==> config.mk <==
export PLATFORM = sky130hd
export DESIGN_NAME = e1cib_top
export DESIGN_NICKNAME = d
export VERILOG_FILES = /design/src/hdl/e1cib_fifo.v /design/src/hdl/e1cib_slot_timer.v /design/src/hdl/e1cib_top.v
export VERILOG_INCLUDE_DIRS = /design/src /design/src/hdl
export SDC_FILE = /design/constraint.sdc
export NUM_CORES = 1
export LEC_CHECK = 0
export ABC_AREA = 0
export BUFFER_PORTS_ARGS = -buffer_cell sky130_fd_sc_hd__buf_4
export CORE_ASPECT_RATIO = 1.5
export CORE_UTILIZATION = 54
export CTS_BUF_LIST = sky130_fd_sc_hd__clkbuf_16
export DETAILED_ROUTE_END_ITERATION = 6
export PLACE_DENSITY_LB_ADDON = 0.25
export SETUP_SLACK_MARGIN = 0.2
export SLEW_MARGIN = 20
export SYNTH_ARGS = -nofsm -noshare
export SYNTH_HDL_FRONTEND = slang
export SYNTH_SLANG_ARGS = --single-unit
==> constraint.sdc <==
create_clock -name pclk -period 2.53 [get_ports pclk]
set_clock_uncertainty 0.1 [all_clocks]
set_input_delay 0.759 -clock pclk [delete_from_list [all_inputs] [get_ports pclk]]
set_output_delay 0.759 -clock pclk [all_outputs]
set_load 0.1 [all_outputs]
==> src/hdl/e1cib_defines.vh <==
// Constants of the E1 channel idle, substitution and gating block.
// Assumes registers are word aligned on APB: byte address = 4 * index.
`ifndef E1CIB_DEFINES_VH
`define E1CIB_DEFINES_VH

`define E1CIB_IDX_TX_GATE_1     6'h22
`define E1CIB_IDX_TX_GATE_2     6'h23
`define E1CIB_IDX_TX_GATE_3     6'h24
`define E1CIB_IDX_TX_GATE_4     6'h25
`define E1CIB_IDX_IDLE_SEL_1    6'h26
`define E1CIB_IDX_IDLE_SEL_2    6'h27
`define E1CIB_IDX_IDLE_SEL_3    6'h28
`define E1CIB_IDX_IDLE_SEL_4    6'h29
`define E1CIB_IDX_IDLE_PATTERN  6'h2A
`define E1CIB_IDX_RX_GATE_1     6'h2B
`define E1CIB_IDX_RX_GATE_2     6'h2C
`define E1CIB_IDX_RX_GATE_3     6'h2D
`define E1CIB_IDX_RX_GATE_4     6'h2E
`define E1CIB_IDX_CONTROL       6'h1C
`define E1CIB_IDX_STATUS        6'h1D

`define E1CIB_CTRL_SUBST_BIT    5
`define E1CIB_CTRL_SIGMODE_BIT  6

`define E1CIB_GATE_RESET        32'h00000000
`define E1CIB_IDLE_SEL_RESET    32'h00000000
`define E1CIB_PATTERN_RESET     8'h00
`define E1CIB_CTRL_RESET        8'h00

`define E1CIB_BIT_DIV           5
`define E1CIB_FIFO_DEPTH        8
`define E1CIB_FIFO_ADDR_W       3
`define E1CIB_FIFO_WIDTH        2

`endif

==> src/hdl/e1cib_fifo.v <==
// Small FIFO with registered read data and valid/ready on both sides.
// Assumes DEPTH is a power of two so the pointers wrap naturally.
`timescale 1ns/100ps
module e1cib_fifo #(
  parameter WIDTH  = 2,
  parameter DEPTH  = 8,
  parameter ADDR_W = 3
) (
  input  wire             pclk,
  input  wire             presetn,
  input  wire [WIDTH-1:0] in_data,
  input  wire             in_valid,
  output wire             in_ready,
  output wire [WIDTH-1:0] out_data,
  output wire             out_valid,
  input  wire             out_ready
);
  localparam [31:0]       DEPTH_W  = DEPTH;
  localparam [ADDR_W:0]   FULL_CNT = DEPTH_W[ADDR_W:0];
  localparam [ADDR_W-1:0] PTR_ONE  = {{(ADDR_W-1){1'b0}}, 1'b1};
  localparam [ADDR_W:0]   CNT_ONE  = {{ADDR_W{1'b0}}, 1'b1};

  reg [WIDTH-1:0]  mem [0:DEPTH-1];
  reg [ADDR_W-1:0] wr_ptr_reg;
  reg [ADDR_W-1:0] rd_ptr_reg;
  reg [ADDR_W:0]   count_reg;
  reg [WIDTH-1:0]  out_data_reg;
  reg              out_valid_reg;
  wire             push;
  wire             pop;

  assign in_ready  = (count_reg != FULL_CNT);
  assign push      = in_valid & in_ready;
  // Output stage refills as soon as it is empty or being taken
  assign pop       = (count_reg != {(ADDR_W+1){1'b0}}) & (~out_valid_reg | out_ready);
  assign out_data  = out_data_reg;
  assign out_valid = out_valid_reg;

  always @(posedge pclk) begin
    if (push) begin
      mem[wr_ptr_reg] <= in_data;
    end
  end

  always @(posedge pclk or negedge presetn) begin
    if (!presetn) begin
      wr_ptr_reg    <= {ADDR_W{1'b0}};
      rd_ptr_reg    <= {ADDR_W{1'b0}};
      count_reg     <= {(ADDR_W+1){1'b0}};
      out_data_reg  <= {WIDTH{1'b0}};
      out_valid_reg <= 1'b0;
    end else begin
      if (push) begin
        wr_ptr_reg <= wr_ptr_reg + PTR_ONE;
      end
      if (pop) begin
        rd_ptr_reg    <= rd_ptr_reg + PTR_ONE;
        out_data_reg  <= mem[rd_ptr_reg];
        out_valid_reg <= 1'b1;
      end else if (out_ready) begin
        out_valid_reg <= 1'b0;
      end
      if (push & ~pop) begin
        count_reg <= count_reg + CNT_ONE;
      end else if (pop & ~push) begin
        count_reg <= count_reg - CNT_ONE;
      end
    end
  end
endmodule

==> src/hdl/e1cib_slot_timer.v <==
// Bit and channel counter of one E1 frame direction.
// Assumes advance and frame_start are single-cycle pulses on pclk.
`timescale 1ns/100ps
module e1cib_slot_timer (
  input  wire       pclk,
  input  wire       presetn,
  input  wire       advance,
  input  wire       frame_start,
  output wire [2:0] bit_pos,
  output wire [4:0] channel
);
  reg [7:0] slot_reg;

  assign bit_pos = slot_reg[2:0];
  assign channel = slot_reg[7:3];

  // Eight bits per channel, 32 channels: the 8-bit count wraps once per frame
  always @(posedge pclk or negedge presetn) begin
    if (!presetn) begin
      slot_reg <= 8'h00;
    end else if (frame_start) begin
      slot_reg <= 8'h00;
    end else if (advance) begin
      slot_reg <= slot_reg + 8'h01;
    end
  end
endmodule

==> src/hdl/e1cib_top.v <==
// E1 per-channel idle insertion, data substitution and channel gating.
// Assumes APB master on pclk; serial and frame-sync pins are asynchronous.
//
// The APB interface to the registers was chosen for this implementation.
`timescale 1ns/100ps
`include "e1cib_defines.vh"
module e1cib_top #(
  parameter BIT_DIV    = `E1CIB_BIT_DIV,
  parameter FIFO_DEPTH = `E1CIB_FIFO_DEPTH,
  parameter FIFO_AW    = `E1CIB_FIFO_ADDR_W
) (
  input  wire        pclk,
  input  wire        presetn,
  input  wire        psel,
  input  wire        penable,
  input  wire        pwrite,
  input  wire [7:0]  paddr,
  input  wire [31:0] pwdata,
  output wire [31:0] prdata,
  output wire        pready,
  output wire        pslverr,
  input  wire        transmit_serial_in,
  input  wire        receive_serial_out,
  input  wire        rx_frame_sync,
  input  wire        tx_frame_sync,
  output wire        rx_channel_gate,
  output wire        tx_channel_gate,
  output wire        tx_line_data,
  output wire        tx_line_sig_internal,
  output wire        tx_line_valid,
  input  wire        tx_line_ready
);
  localparam [31:0] DIV_LAST_W = BIT_DIV - 1;
  localparam [7:0]  DIV_LAST   = DIV_LAST_W[7:0];
  localparam [2:0]  PH_IDLE    = 3'h1;
  localparam [2:0]  PH_SETUP   = 3'h2;
  localparam [2:0]  PH_ACCESS  = 3'h4;

  reg  [31:0] tx_gate_bits_reg;
  reg  [31:0] rx_gate_bits_reg;
  reg  [31:0] idle_sel_reg;
  reg  [7:0]  idle_pattern_reg;
  reg  [7:0]  control_reg;
  reg  [31:0] prdata_reg;
  reg  [31:0] prdata_next;
  reg         pslverr_reg;
  reg         map_hit;
  reg  [7:0]  div_reg;
  reg         bit_tick_reg;
  reg         tx_pend_reg;
  reg  [2:0]  tx_ser_sync_reg;
  reg  [2:0]  rx_ser_sync_reg;
  reg  [2:0]  rx_fs_sync_reg;
  reg  [2:0]  tx_fs_sync_reg;
  reg         rx_gate_reg;
  reg         tx_gate_reg;
  reg         tx_bit_next;
  reg  [2:0]  phase_reg;
  reg  [2:0]  phase_next;
  wire [5:0]  index;
  wire        wr_en;
  wire        rd_setup;
  wire        subst_on;
  wire        sig_mode;
  wire [2:0]  rx_bit_pos;
  wire [4:0]  rx_channel;
  wire [2:0]  tx_bit_pos;
  wire [4:0]  tx_channel;
  wire        rx_fs_pulse;
  wire        tx_fs_pulse;
  wire        fifo_in_ready;
  wire        tx_push;
  wire [4:0]  sig_index;
  wire        sig_internal;
  wire [1:0]  fifo_out;

  assign index    = paddr[7:2];
  assign wr_en    = psel & penable & pwrite & (paddr[1:0] == 2'b00) & (phase_reg == PH_SETUP);
  assign rd_setup = psel & ~penable;
  assign pready   = 1'b1;
  assign prdata   = prdata_reg;
  assign pslverr  = pslverr_reg;
  assign subst_on = control_reg[`E1CIB_CTRL_SUBST_BIT];
  assign sig_mode = control_reg[`E1CIB_CTRL_SIGMODE_BIT];

  // One-hot bus phase: a write lands only in an access cycle right after a setup
  // cycle, so a stray penable without a setup cannot corrupt a register
  always @* begin
    phase_next = PH_IDLE;
    case (phase_reg)
      PH_IDLE: begin
        if (psel & ~penable) begin
          phase_next = PH_SETUP;
        end
      end
      PH_SETUP: begin
        if (psel & penable) begin
          phase_next = PH_ACCESS;
        end else if (psel) begin
          phase_next = PH_SETUP;
        end
      end
      PH_ACCESS: begin
        if (psel & ~penable) begin
          phase_next = PH_SETUP;
        end
      end
      default: begin
        phase_next = PH_IDLE;
      end
    endcase
  end

  always @(posedge pclk or negedge presetn) begin
    if (!presetn) begin
      phase_reg <= PH_IDLE;
    end else begin
      phase_reg <= phase_next;
    end
  end

  // Byte lanes of the three 32-channel banks; bank byte k covers channels 8k+1..8k+8
  genvar k;
  generate
    for (k = 0; k < 4; k = k + 1) begin : g_bank
      always @(posedge pclk or negedge presetn) begin
        if (!presetn) begin
          tx_gate_bits_reg[8*k+7:8*k] <= 8'h00;
          rx_gate_bits_reg[8*k+7:8*k] <= 8'h00;
          idle_sel_reg[8*k+7:8*k]     <= 8'h00;
        end else if (wr_en) begin
          if (index == `E1CIB_IDX_TX_GATE_1 + k) begin
            tx_gate_bits_reg[8*k+7:8*k] <= pwdata[7:0];
          end
          if (index == `E1CIB_IDX_RX_GATE_1 + k) begin
            rx_gate_bits_reg[8*k+7:8*k] <= pwdata[7:0];
          end
          if (index == `E1CIB_IDX_IDLE_SEL_1 + k) begin
            idle_sel_reg[8*k+7:8*k] <= pwdata[7:0];
          end
        end
      end
    end
  endgenerate

  always @(posedge pclk or negedge presetn) begin
    if (!presetn) begin
      idle_pattern_reg <= `E1CIB_PATTERN_RESET;
      control_reg      <= `E1CIB_CTRL_RESET;
    end else if (wr_en) begin
      if (index == `E1CIB_IDX_IDLE_PATTERN) begin
        idle_pattern_reg <= pwdata[7:0];
      end
      if (index == `E1CIB_IDX_CONTROL) begin
        control_reg <= pwdata[7:0] & 8'h60;
      end
    end
  end

  // Read data is latched in the setup cycle so the access cycle needs no wait
  always @* begin
    prdata_next = 32'h00000000;
    map_hit     = 1'b1;
    case (index)
      `E1CIB_IDX_TX_GATE_1:   prdata_next[7:0] = tx_gate_bits_reg[7:0];
      `E1CIB_IDX_TX_GATE_2:   prdata_next[7:0] = tx_gate_bits_reg[15:8];
      `E1CIB_IDX_TX_GATE_3:   prdata_next[7:0] = tx_gate_bits_reg[23:16];
      `E1CIB_IDX_TX_GATE_4:   prdata_next[7:0] = tx_gate_bits_reg[31:24];
      `E1CIB_IDX_IDLE_SEL_1:  prdata_next[7:0] = idle_sel_reg[7:0];
      `E1CIB_IDX_IDLE_SEL_2:  prdata_next[7:0] = idle_sel_reg[15:8];
      `E1CIB_IDX_IDLE_SEL_3:  prdata_next[7:0] = idle_sel_reg[23:16];
      `E1CIB_IDX_IDLE_SEL_4:  prdata_next[7:0] = idle_sel_reg[31:24];
      `E1CIB_IDX_IDLE_PATTERN: prdata_next[7:0] = idle_pattern_reg;
      `E1CIB_IDX_RX_GATE_1:   prdata_next[7:0] = rx_gate_bits_reg[7:0];
      `E1CIB_IDX_RX_GATE_2:   prdata_next[7:0] = rx_gate_bits_reg[15:8];
      `E1CIB_IDX_RX_GATE_3:   prdata_next[7:0] = rx_gate_bits_reg[23:16];
      `E1CIB_IDX_RX_GATE_4:   prdata_next[7:0] = rx_gate_bits_reg[31:24];
      `E1CIB_IDX_CONTROL:     prdata_next[7:0] = control_reg;
      `E1CIB_IDX_STATUS:      prdata_next[15:0] = {rx_channel, rx_bit_pos,
                                                   tx_channel, tx_bit_pos};
      default: begin
        map_hit = 1'b0;
      end
    endcase
    if (paddr[1:0] != 2'b00) begin
      map_hit     = 1'b0;
      prdata_next = 32'h00000000;
    end
  end

  always @(posedge pclk or negedge presetn) begin
    if (!presetn) begin
      prdata_reg  <= 32'h00000000;
      pslverr_reg <= 1'b0;
    end else if (rd_setup) begin
      prdata_reg  <= pwrite ? 32'h00000000 : prdata_next;
      pslverr_reg <= ~map_hit;
    end else if (~psel) begin
      pslverr_reg <= 1'b0;
    end
  end

  // Pins pass two flip-flops; edge detection looks only at stages two and three
  always @(posedge pclk or negedge presetn) begin
    if (!presetn) begin
      tx_ser_sync_reg <= 3'b000;
      rx_ser_sync_reg <= 3'b000;
      rx_fs_sync_reg  <= 3'b000;
      tx_fs_sync_reg  <= 3'b000;
    end else begin
      tx_ser_sync_reg <= {tx_ser_sync_reg[1:0], transmit_serial_in};
      rx_ser_sync_reg <= {rx_ser_sync_reg[1:0], receive_serial_out};
      rx_fs_sync_reg  <= {rx_fs_sync_reg[1:0], rx_frame_sync};
      tx_fs_sync_reg  <= {tx_fs_sync_reg[1:0], tx_frame_sync};
    end
  end

  assign rx_fs_pulse = rx_fs_sync_reg[1] & ~rx_fs_sync_reg[2];
  assign tx_fs_pulse = tx_fs_sync_reg[1] & ~tx_fs_sync_reg[2];

  // Internal bit clock; the transmit bit waits while the FIFO is full
  always @(posedge pclk or negedge presetn) begin
    if (!presetn) begin
      div_reg      <= 8'h00;
      bit_tick_reg <= 1'b0;
      tx_pend_reg  <= 1'b0;
    end else begin
      bit_tick_reg <= (div_reg == DIV_LAST);
      div_reg      <= (div_reg == DIV_LAST) ? 8'h00 : div_reg + 8'h01;
      if (bit_tick_reg) begin
        tx_pend_reg <= 1'b1;
      end else if (tx_push) begin
        tx_pend_reg <= 1'b0;
      end
    end
  end

  assign tx_push = tx_pend_reg & fifo_in_ready;

  e1cib_slot_timer u_rx_timer (
    .pclk        (pclk),
    .presetn     (presetn),
    .advance     (bit_tick_reg),
    .frame_start (rx_fs_pulse),
    .bit_pos     (rx_bit_pos),
    .channel     (rx_channel)
  );

  e1cib_slot_timer u_tx_timer (
    .pclk        (pclk),
    .presetn     (presetn),
    .advance     (tx_push),
    .frame_start (tx_fs_pulse),
    .bit_pos     (tx_bit_pos),
    .channel     (tx_channel)
  );

  // Gate levels follow the current channel's bit, one pclk behind the counter
  always @(posedge pclk or negedge presetn) begin
    if (!presetn) begin
      rx_gate_reg <= 1'b0;
      tx_gate_reg <= 1'b0;
    end else begin
      rx_gate_reg <= rx_gate_bits_reg[rx_channel];
      tx_gate_reg <= tx_gate_bits_reg[tx_channel];
    end
  end

  assign rx_channel_gate = rx_gate_reg;
  assign tx_channel_gate = tx_gate_reg;

  // Interleaved index: channel c and c+16 share a bit pair
  assign sig_index    = {tx_channel[3:0], tx_channel[4]};
  // Channels 1 and 17 rely on software setting their bits for alignment words
  assign sig_internal = sig_mode & tx_gate_bits_reg[sig_index];

  always @* begin
    tx_bit_next = tx_ser_sync_reg[1];
    if (idle_sel_reg[tx_channel]) begin
      if (subst_on) begin
        tx_bit_next = rx_ser_sync_reg[1];
      end else begin
        tx_bit_next = idle_pattern_reg[~tx_bit_pos];
      end
    end
  end

  e1cib_fifo #(
    .WIDTH  (`E1CIB_FIFO_WIDTH),
    .DEPTH  (FIFO_DEPTH),
    .ADDR_W (FIFO_AW)
  ) u_tx_fifo (
    .pclk      (pclk),
    .presetn   (presetn),
    .in_data   ({sig_internal, tx_bit_next}),
    .in_valid  (tx_pend_reg),
    .in_ready  (fifo_in_ready),
    .out_data  (fifo_out),
    .out_valid (tx_line_valid),
    .out_ready (tx_line_ready)
  );

  assign tx_line_data         = fifo_out[0];
  assign tx_line_sig_internal = fifo_out[1];
endmodule

* Yosys cells after proc, flatten, opt, wreduce, memory -nomap -nowiden *
Memory sizes are Yosys's and may differ from the RTL's. A register that Yosys moved wholly into a read port is not among the register bits.
Cells that the tools add are included.

word-level totals
  register bits = 191
  bits in latches = 0
  memory bits (writable) = 16
  memory bits (read-only) = 0
  input bits = 50
  word-level logic and storage cells = 148
  memories kept = 1

memory list
  memory         words  width  read ports  clocked after Yosys merged registers in  wr ports  RTL line         source
  u_tx_fifo.mem  8      2      1           1                                        1         e1cib_fifo.v:23  reg [WIDTH-1:0] mem [0:DEPTH-1];

operators by class
  add/subtract/negate cells = 7
  multipliers = 0
  divide/modulo/power cells = 0
  order comparisons = 4
  equality and inequality tests = 21
  shifts and indexed selects = 0
  muxes and demuxes = 37
  bitwise gates (word level) = 21
  reductions and logical operators = 25

operator list
  cell                                                         count
  one-hot mux 8 bit (15 select lines)                          1
  == test 6 bit (second input constant)                        13
  2-to-1 mux 8 bit                                             6
  2-to-1 mux 32 bit                                            1
  AND reduction 2 bit                                          14
  adder 8 x 1 -> 8 bit (second input constant)                 3
  binary-select mux 1 bit (select 5 bit)                       4
  less-than comparator 5 x 6 -> 1 bit (second input constant)  3
  2-to-1 mux 1 bit                                             17
  2-to-1 mux 16 bit                                            1
  OR reduction 15 bit                                          1
  bitwise AND 1 bit                                            12
  == test 6 x 5 -> 1 bit (second input constant)               2
  nonzero test 2 bit                                           6
  == test 8 x 3 -> 1 bit (second input constant)               1
  2-to-1 mux 4 bit                                             2
  NOT 1 bit                                                    7
  adder 3 x 1 -> 3 bit (second input constant)                 2
  one-hot mux 3 bit (2 select lines)                           1
  adder 4 x 1 -> 4 bit (second input constant)                 1
  less-than comparator 3 x 4 -> 1 bit (second input constant)  1
  2-to-1 mux 2 bit                                             2
  inequality test 4 bit (second input constant)                1
  nonzero test 4 bit                                           1
  other kinds (12)                                             12

* Logic depth before layout (Yosys ltp) *
  word-level depth = 6
  gate-level depth with buffers = 12

* By module *
A second synthesis with hierarchy kept.

second synthesis, totals
  cell total of the unflattened synthesis = 744
  area total of the unflattened synthesis = 9,925.8 sq um

by module, submodules not included
  module            times used  cells an instance  area each (sq um)
  e1cib_top         1           574                7,792.5
  e1cib_fifo        1           96                 1,340.0
  e1cib_slot_timer  2           37                 396.6

* Worst setup path after synthesis *
OpenSTA, ideal clock, no wires.

  path kind = register to register
  start point = register u_tx_fifo.out_valid_reg (netlist: u_tx_fifo.out_valid)
  end point = register u_tx_fifo.count_reg[3]
  library setup time = 0.125 ns
  data arrival time = 2.544 ns
  required time = 2.305 ns
  slack = -0.239 ns
  cell stages (with the launch flop) = 11
  path buffers = 0
  clock period less this slack = 2.769 ns
  cells stage by stage = dfrtp_1 > a21oi_1 > inv_1 > ha_1 > inv_1 > ha_1 > a21o_1 > a21oi_1 > xnor2_1 > nor2_1 > xor2_1

on the way
  cells in the longest elaborated chain, start to end = 6
  elaborated cells on any way between the ends = 8
  classes of those cells = mux (1); bitwise (6); reduce/logical (1)

RTL lines
  what                                                           RTL line         source
  start, declared                                                e1cib_fifo.v:28  reg out_valid_reg;
  start signal, assigned                                         e1cib_fifo.v:51  out_valid_reg <= 1'b0;
  start signal, assigned                                         e1cib_fifo.v:59  out_valid_reg <= 1'b1;
  start signal, assigned                                         e1cib_fifo.v:61  out_valid_reg <= 1'b0;
  NOT 1 bit *                                                    e1cib_fifo.v:35  assign pop = (count_reg != {(ADDR_W+1){1'b0}}) & (~out_valid_reg | out_ready);
  OR 1 bit *                                                     e1cib_fifo.v:35
  bitwise AND 1 bit *                                            e1cib_fifo.v:35
  NOT 1 bit                                                      e1cib_fifo.v:63  if (push & ~pop) begin
  bitwise AND 1 bit                                              e1cib_fifo.v:63
  2-to-1 mux 4 bit / nonzero test 2 bit (equally long branches)  n/a
  end signal, assigned                                           e1cib_fifo.v:49  count_reg <= {(ADDR_W+1){1'b0}};
  end signal, assigned                                           e1cib_fifo.v:64  count_reg <= count_reg + CNT_ONE;
  end signal, assigned                                           e1cib_fifo.v:66  count_reg <= count_reg - CNT_ONE;
  end, declared                                                  e1cib_fifo.v:26  reg [ADDR_W:0] count_reg;

Every way passes the cells marked *; elsewhere a longest branch is shown, timed or not.
A chain may end at the register's enable or synchronous reset.

* Final worst setup path *
  start point = register u_tx_timer.slot_reg[4]
  end point = memory u_tx_fifo.mem[0][0], data pin

on the way
  cells in the longest elaborated chain, start to end = 3

RTL lines
  what                                    RTL line               source
  start, declared                         e1cib_slot_timer.v:12  reg [7:0] slot_reg;
  start signal, assigned                  e1cib_slot_timer.v:24  slot_reg <= slot_reg + 8'h01;
  binary-select mux 1 bit (select 5 bit)  e1cib_top.v:279        if (idle_sel_reg[tx_channel]) begin
  2-to-1 mux 1 bit (implied by the code)  e1cib_top.v:279
  2-to-1 mux 1 bit                        e1cib_top.v:279
  named net tx_bit_next                   e1cib_top.v:57         reg tx_bit_next;
  end, declared                           e1cib_fifo.v:23

The timed path passes the listed nets, and every way through them passes these cells. The select of a mux whose other input is x is not followed.

==> metrics.yaml <==
outcome:
  status: "complete, no violations"
clock_tree:
  cts_buffers: 17
  cts_tree: "done"
  clockRootBuffer: "clkbuf_16"
  clk_path_buf_depth: 2
  clk_pin_slew_ps: 70
  htree_num_levels: 4
  cts_num_sinks: 193
  clk_latency_ps: 440
detailed_routing:
  highest_layer: "met4"
  drt_wl_total_mm: 25.3
  met2_wirelength_mm: 13.2
  vias: 6802
  first_pass_iters: 5
  wl_met3_mm: 1.31
  wl_met1_mm: 9.80
  drtIter0Drc: 703
  antenna_left: 0
  wl_per_cell_um: 23.5
  drc: 0
  vias_per_cell: 6.33
placed_design:
  pre_cts_slack_ps: -10.2
  place_hpwl_mm: 18.2
  port_buffers: 47
  gp_congestion: 0.924
  dpl_cell_area_um2: 10800
grt:
  grt_pass1_wl_mm: 40.1
  grt_antenna_before_repair: 0
  grt_usage_pct: 28.2
  gr-total-overflow: 0
  grt_pass1_vias: 7205
  grt_max_degree: 49
critical_path:
  reg2regPathDepth: 5
  slowest_stage: "mux4_2"
  r2r-end: "u_tx_fifo.mem[0][0]$_DFFE_PP_"
  cp_top_family: "multiplexers"
  cp_cell_sequence: "mux4_2 > o211a_1 > nor4_2 > buf_4 > mux2_4"
  critPathCaptureType: "flip-flop"
  timing.rr.start: "u_tx_timer.slot_reg[4]$_DFFE_PN0P_"
  path_max_fanout: 8
  reg2reg_setup_slack_ps: 160
  crit_arrival_ps: 2450
  path_class: "reg2reg"
  cp.required_ps: 2610
  path_buf_inv: 1
  start_kind: "flip-flop"
  max_stage_delay_ps: 520
timing:
  setup_viol: 0
  tightest_slew_ps: 664
  fmax_mhz: 423
  post-route-period-util_pct: 93.5
  relSlewSlack_pct: 55.6
  finalMaxSlewViolations: 0
  period_minus_slack_ps: 2370
  grt_setup_unrepaired: "true"
  fin_ws_ps: 163
  hold_viol: 0
synthesis:
  ys.flop_type: "dfrtp_1"
  ys_ff_latch: 193
  ys_async_sr_fraction_pct: 91.7
  synthDistinctLibCells: 71
  yosysWarnings: 0
  avgSynthCellArea_um2: 13.0
  yosysSeqAreaShare_pct: 49.2
  synth_edf_count: 16
  syn-cell-area_um2: 9980
  netlist_instances: 767
floorplanning:
  core_um2: 18000
  die_h_um: 168
  chipWidth_um: 113
  io_pins: 89
  die-area_um2: 19000
  initial_utilization_pct: 55.4
  rows: 60
min_path:
  hold_path.class: "in2async"
layout:
  drive_gt1_share_pct: 39.7
  multi_input_area_um2: 4790
  final_nets: 904
  postLayoutCellArea_um2: 11500
  synthToLayoutAreaGrowth_pct: 15.5
  num-fill-cells: 1330
  antenna_cells: 0
  area.sequential_um2: 4920
job:
  drv_cap: 0
pwr:
  power.density_nw_per_um2: 631
  vdd_drop_max_uv: 448
  leakage_nw: 5.15
## area by class of cell
class                           count  share of cell area (%)
Clock inverter                     15                    1.30
Timing Repair Buffer              112                    8.15
Sequential cell                   193                    42.7
Multi-Input combinational cell    512                    41.6
Tap cell                          217                    2.36
Clock buffer                       17                    3.69
Inverter                            8                   0.261
## where the power goes
group	total [mW]	switching (mW)	internal, mW
registers	3.47	0.212	3.26
clock network	2.67	1.28	1.39
logic	1.13	0.684	0.447
total	7.27	2.18	5.10
## cells in the mapped netlist (all sizes together), types with 9 or more instances
library cell  count  area (um2)
nand2b            9        56.3
nand3            20         130
dfrtp           176        4400
mux2i            19         190
nand2            44         165
clkbuf           24        90.1
a21oi            13        65.1
buf              45         298
mux4             46        1050
ha                9         113
o21ai            17        85.1
a22o             11        96.3
nor2             33         124
mux2            117        1320
edfxtp           16         480
a22oi            10        75.1
xnor2            14         123
xor2             13         114
nor2b            10        62.6
and3             12        75.1
## layout by cell type (no fill, tap or decap), types with 10 or more instances in the layout
master / n
mux4_2: 43
xor2_1: 13
nor2b_1: 10
dfrtp_1: 169
mux2_2: 116
mux2i_1: 19
a22oi_1: 10
o21ai_0: 17
nor2_1: 31
buf_4: 102
a22o_1: 11
conb_1: 17
and3_1: 11
nand3_1: 14
nand2_1: 42
clkbuf_16: 17
edfxtp_1: 16
xnor2_1: 14
a21oi_1: 11
## per-stage QoR
step	hold slack, ps	setup TNS [ps]	utilization (%)	cells	power (mW)
global route	173	0	64.0	1074	7.55
finish	152	0	64.0	1074	7.27
detailed placement	237	-26.1	60.2	1036	4.56
CTS	166	0	63.8	1071	7.28
floorplan	231	0	-	782	4.23
global placement	238	0	60.2	1036	4.51
## kinds of logic after synthesis
group	count (synthesis)	share of synthesized area (%)
xor+xnor	27	2.37
mux	182	25.6
buf+inv	77	4.19
other cells	2	0.0753
fa+ha+maj	10	1.33
flops	193	49.2
compound gates	91	6.57
simple gates	185	10.6
## worst max-delay path by stage
stage / from / endpoint / slack [ps] / depth (start not counted)
2_1_floorplan: tx_line_ready / u_tx_fifo.count_reg[3]$_DFFE_PN0P_ / 160 / 11
3_3_place_gp: paddr[2] / prdata[5]$_DFFE_PN0P_ / 20 / 7
3_5_place_dp: paddr[2] / prdata[2]$_DFFE_PN0P_ / -10 / 7
4_1_cts: u_tx_timer.slot_reg[4]$_DFFE_PN0P_ / u_tx_fifo.mem[5][0]$_DFFE_PP_ / 180 / 5
5_1_grt: u_tx_fifo.count_reg[2]$_DFFE_PN0P_ / u_tx_fifo.count_reg[3]$_DFFE_PN0P_ / 120 / 12
6_report: u_tx_timer.slot_reg[4]$_DFFE_PN0P_ / u_tx_fifo.mem[0][0]$_DFFE_PP_ / 160 / 5
## timing repair
item                                    in CTS  in global routing
endpoints found under the setup margin      26                 18
resized for setup                           14                  4
pin swaps                                    4                  6
hold buffers                                 0                  0
buffers inserted                             3                  3
## layer usage
layer  track usage, %  vias to the layer above
met5                0                        -
met4             13.0                        0
met3             4.94                       52
met2             48.8                      253
met1             34.5                     3517
li1                 -                     2980
No activity file was read; power rests on OpenSTA's default activity.
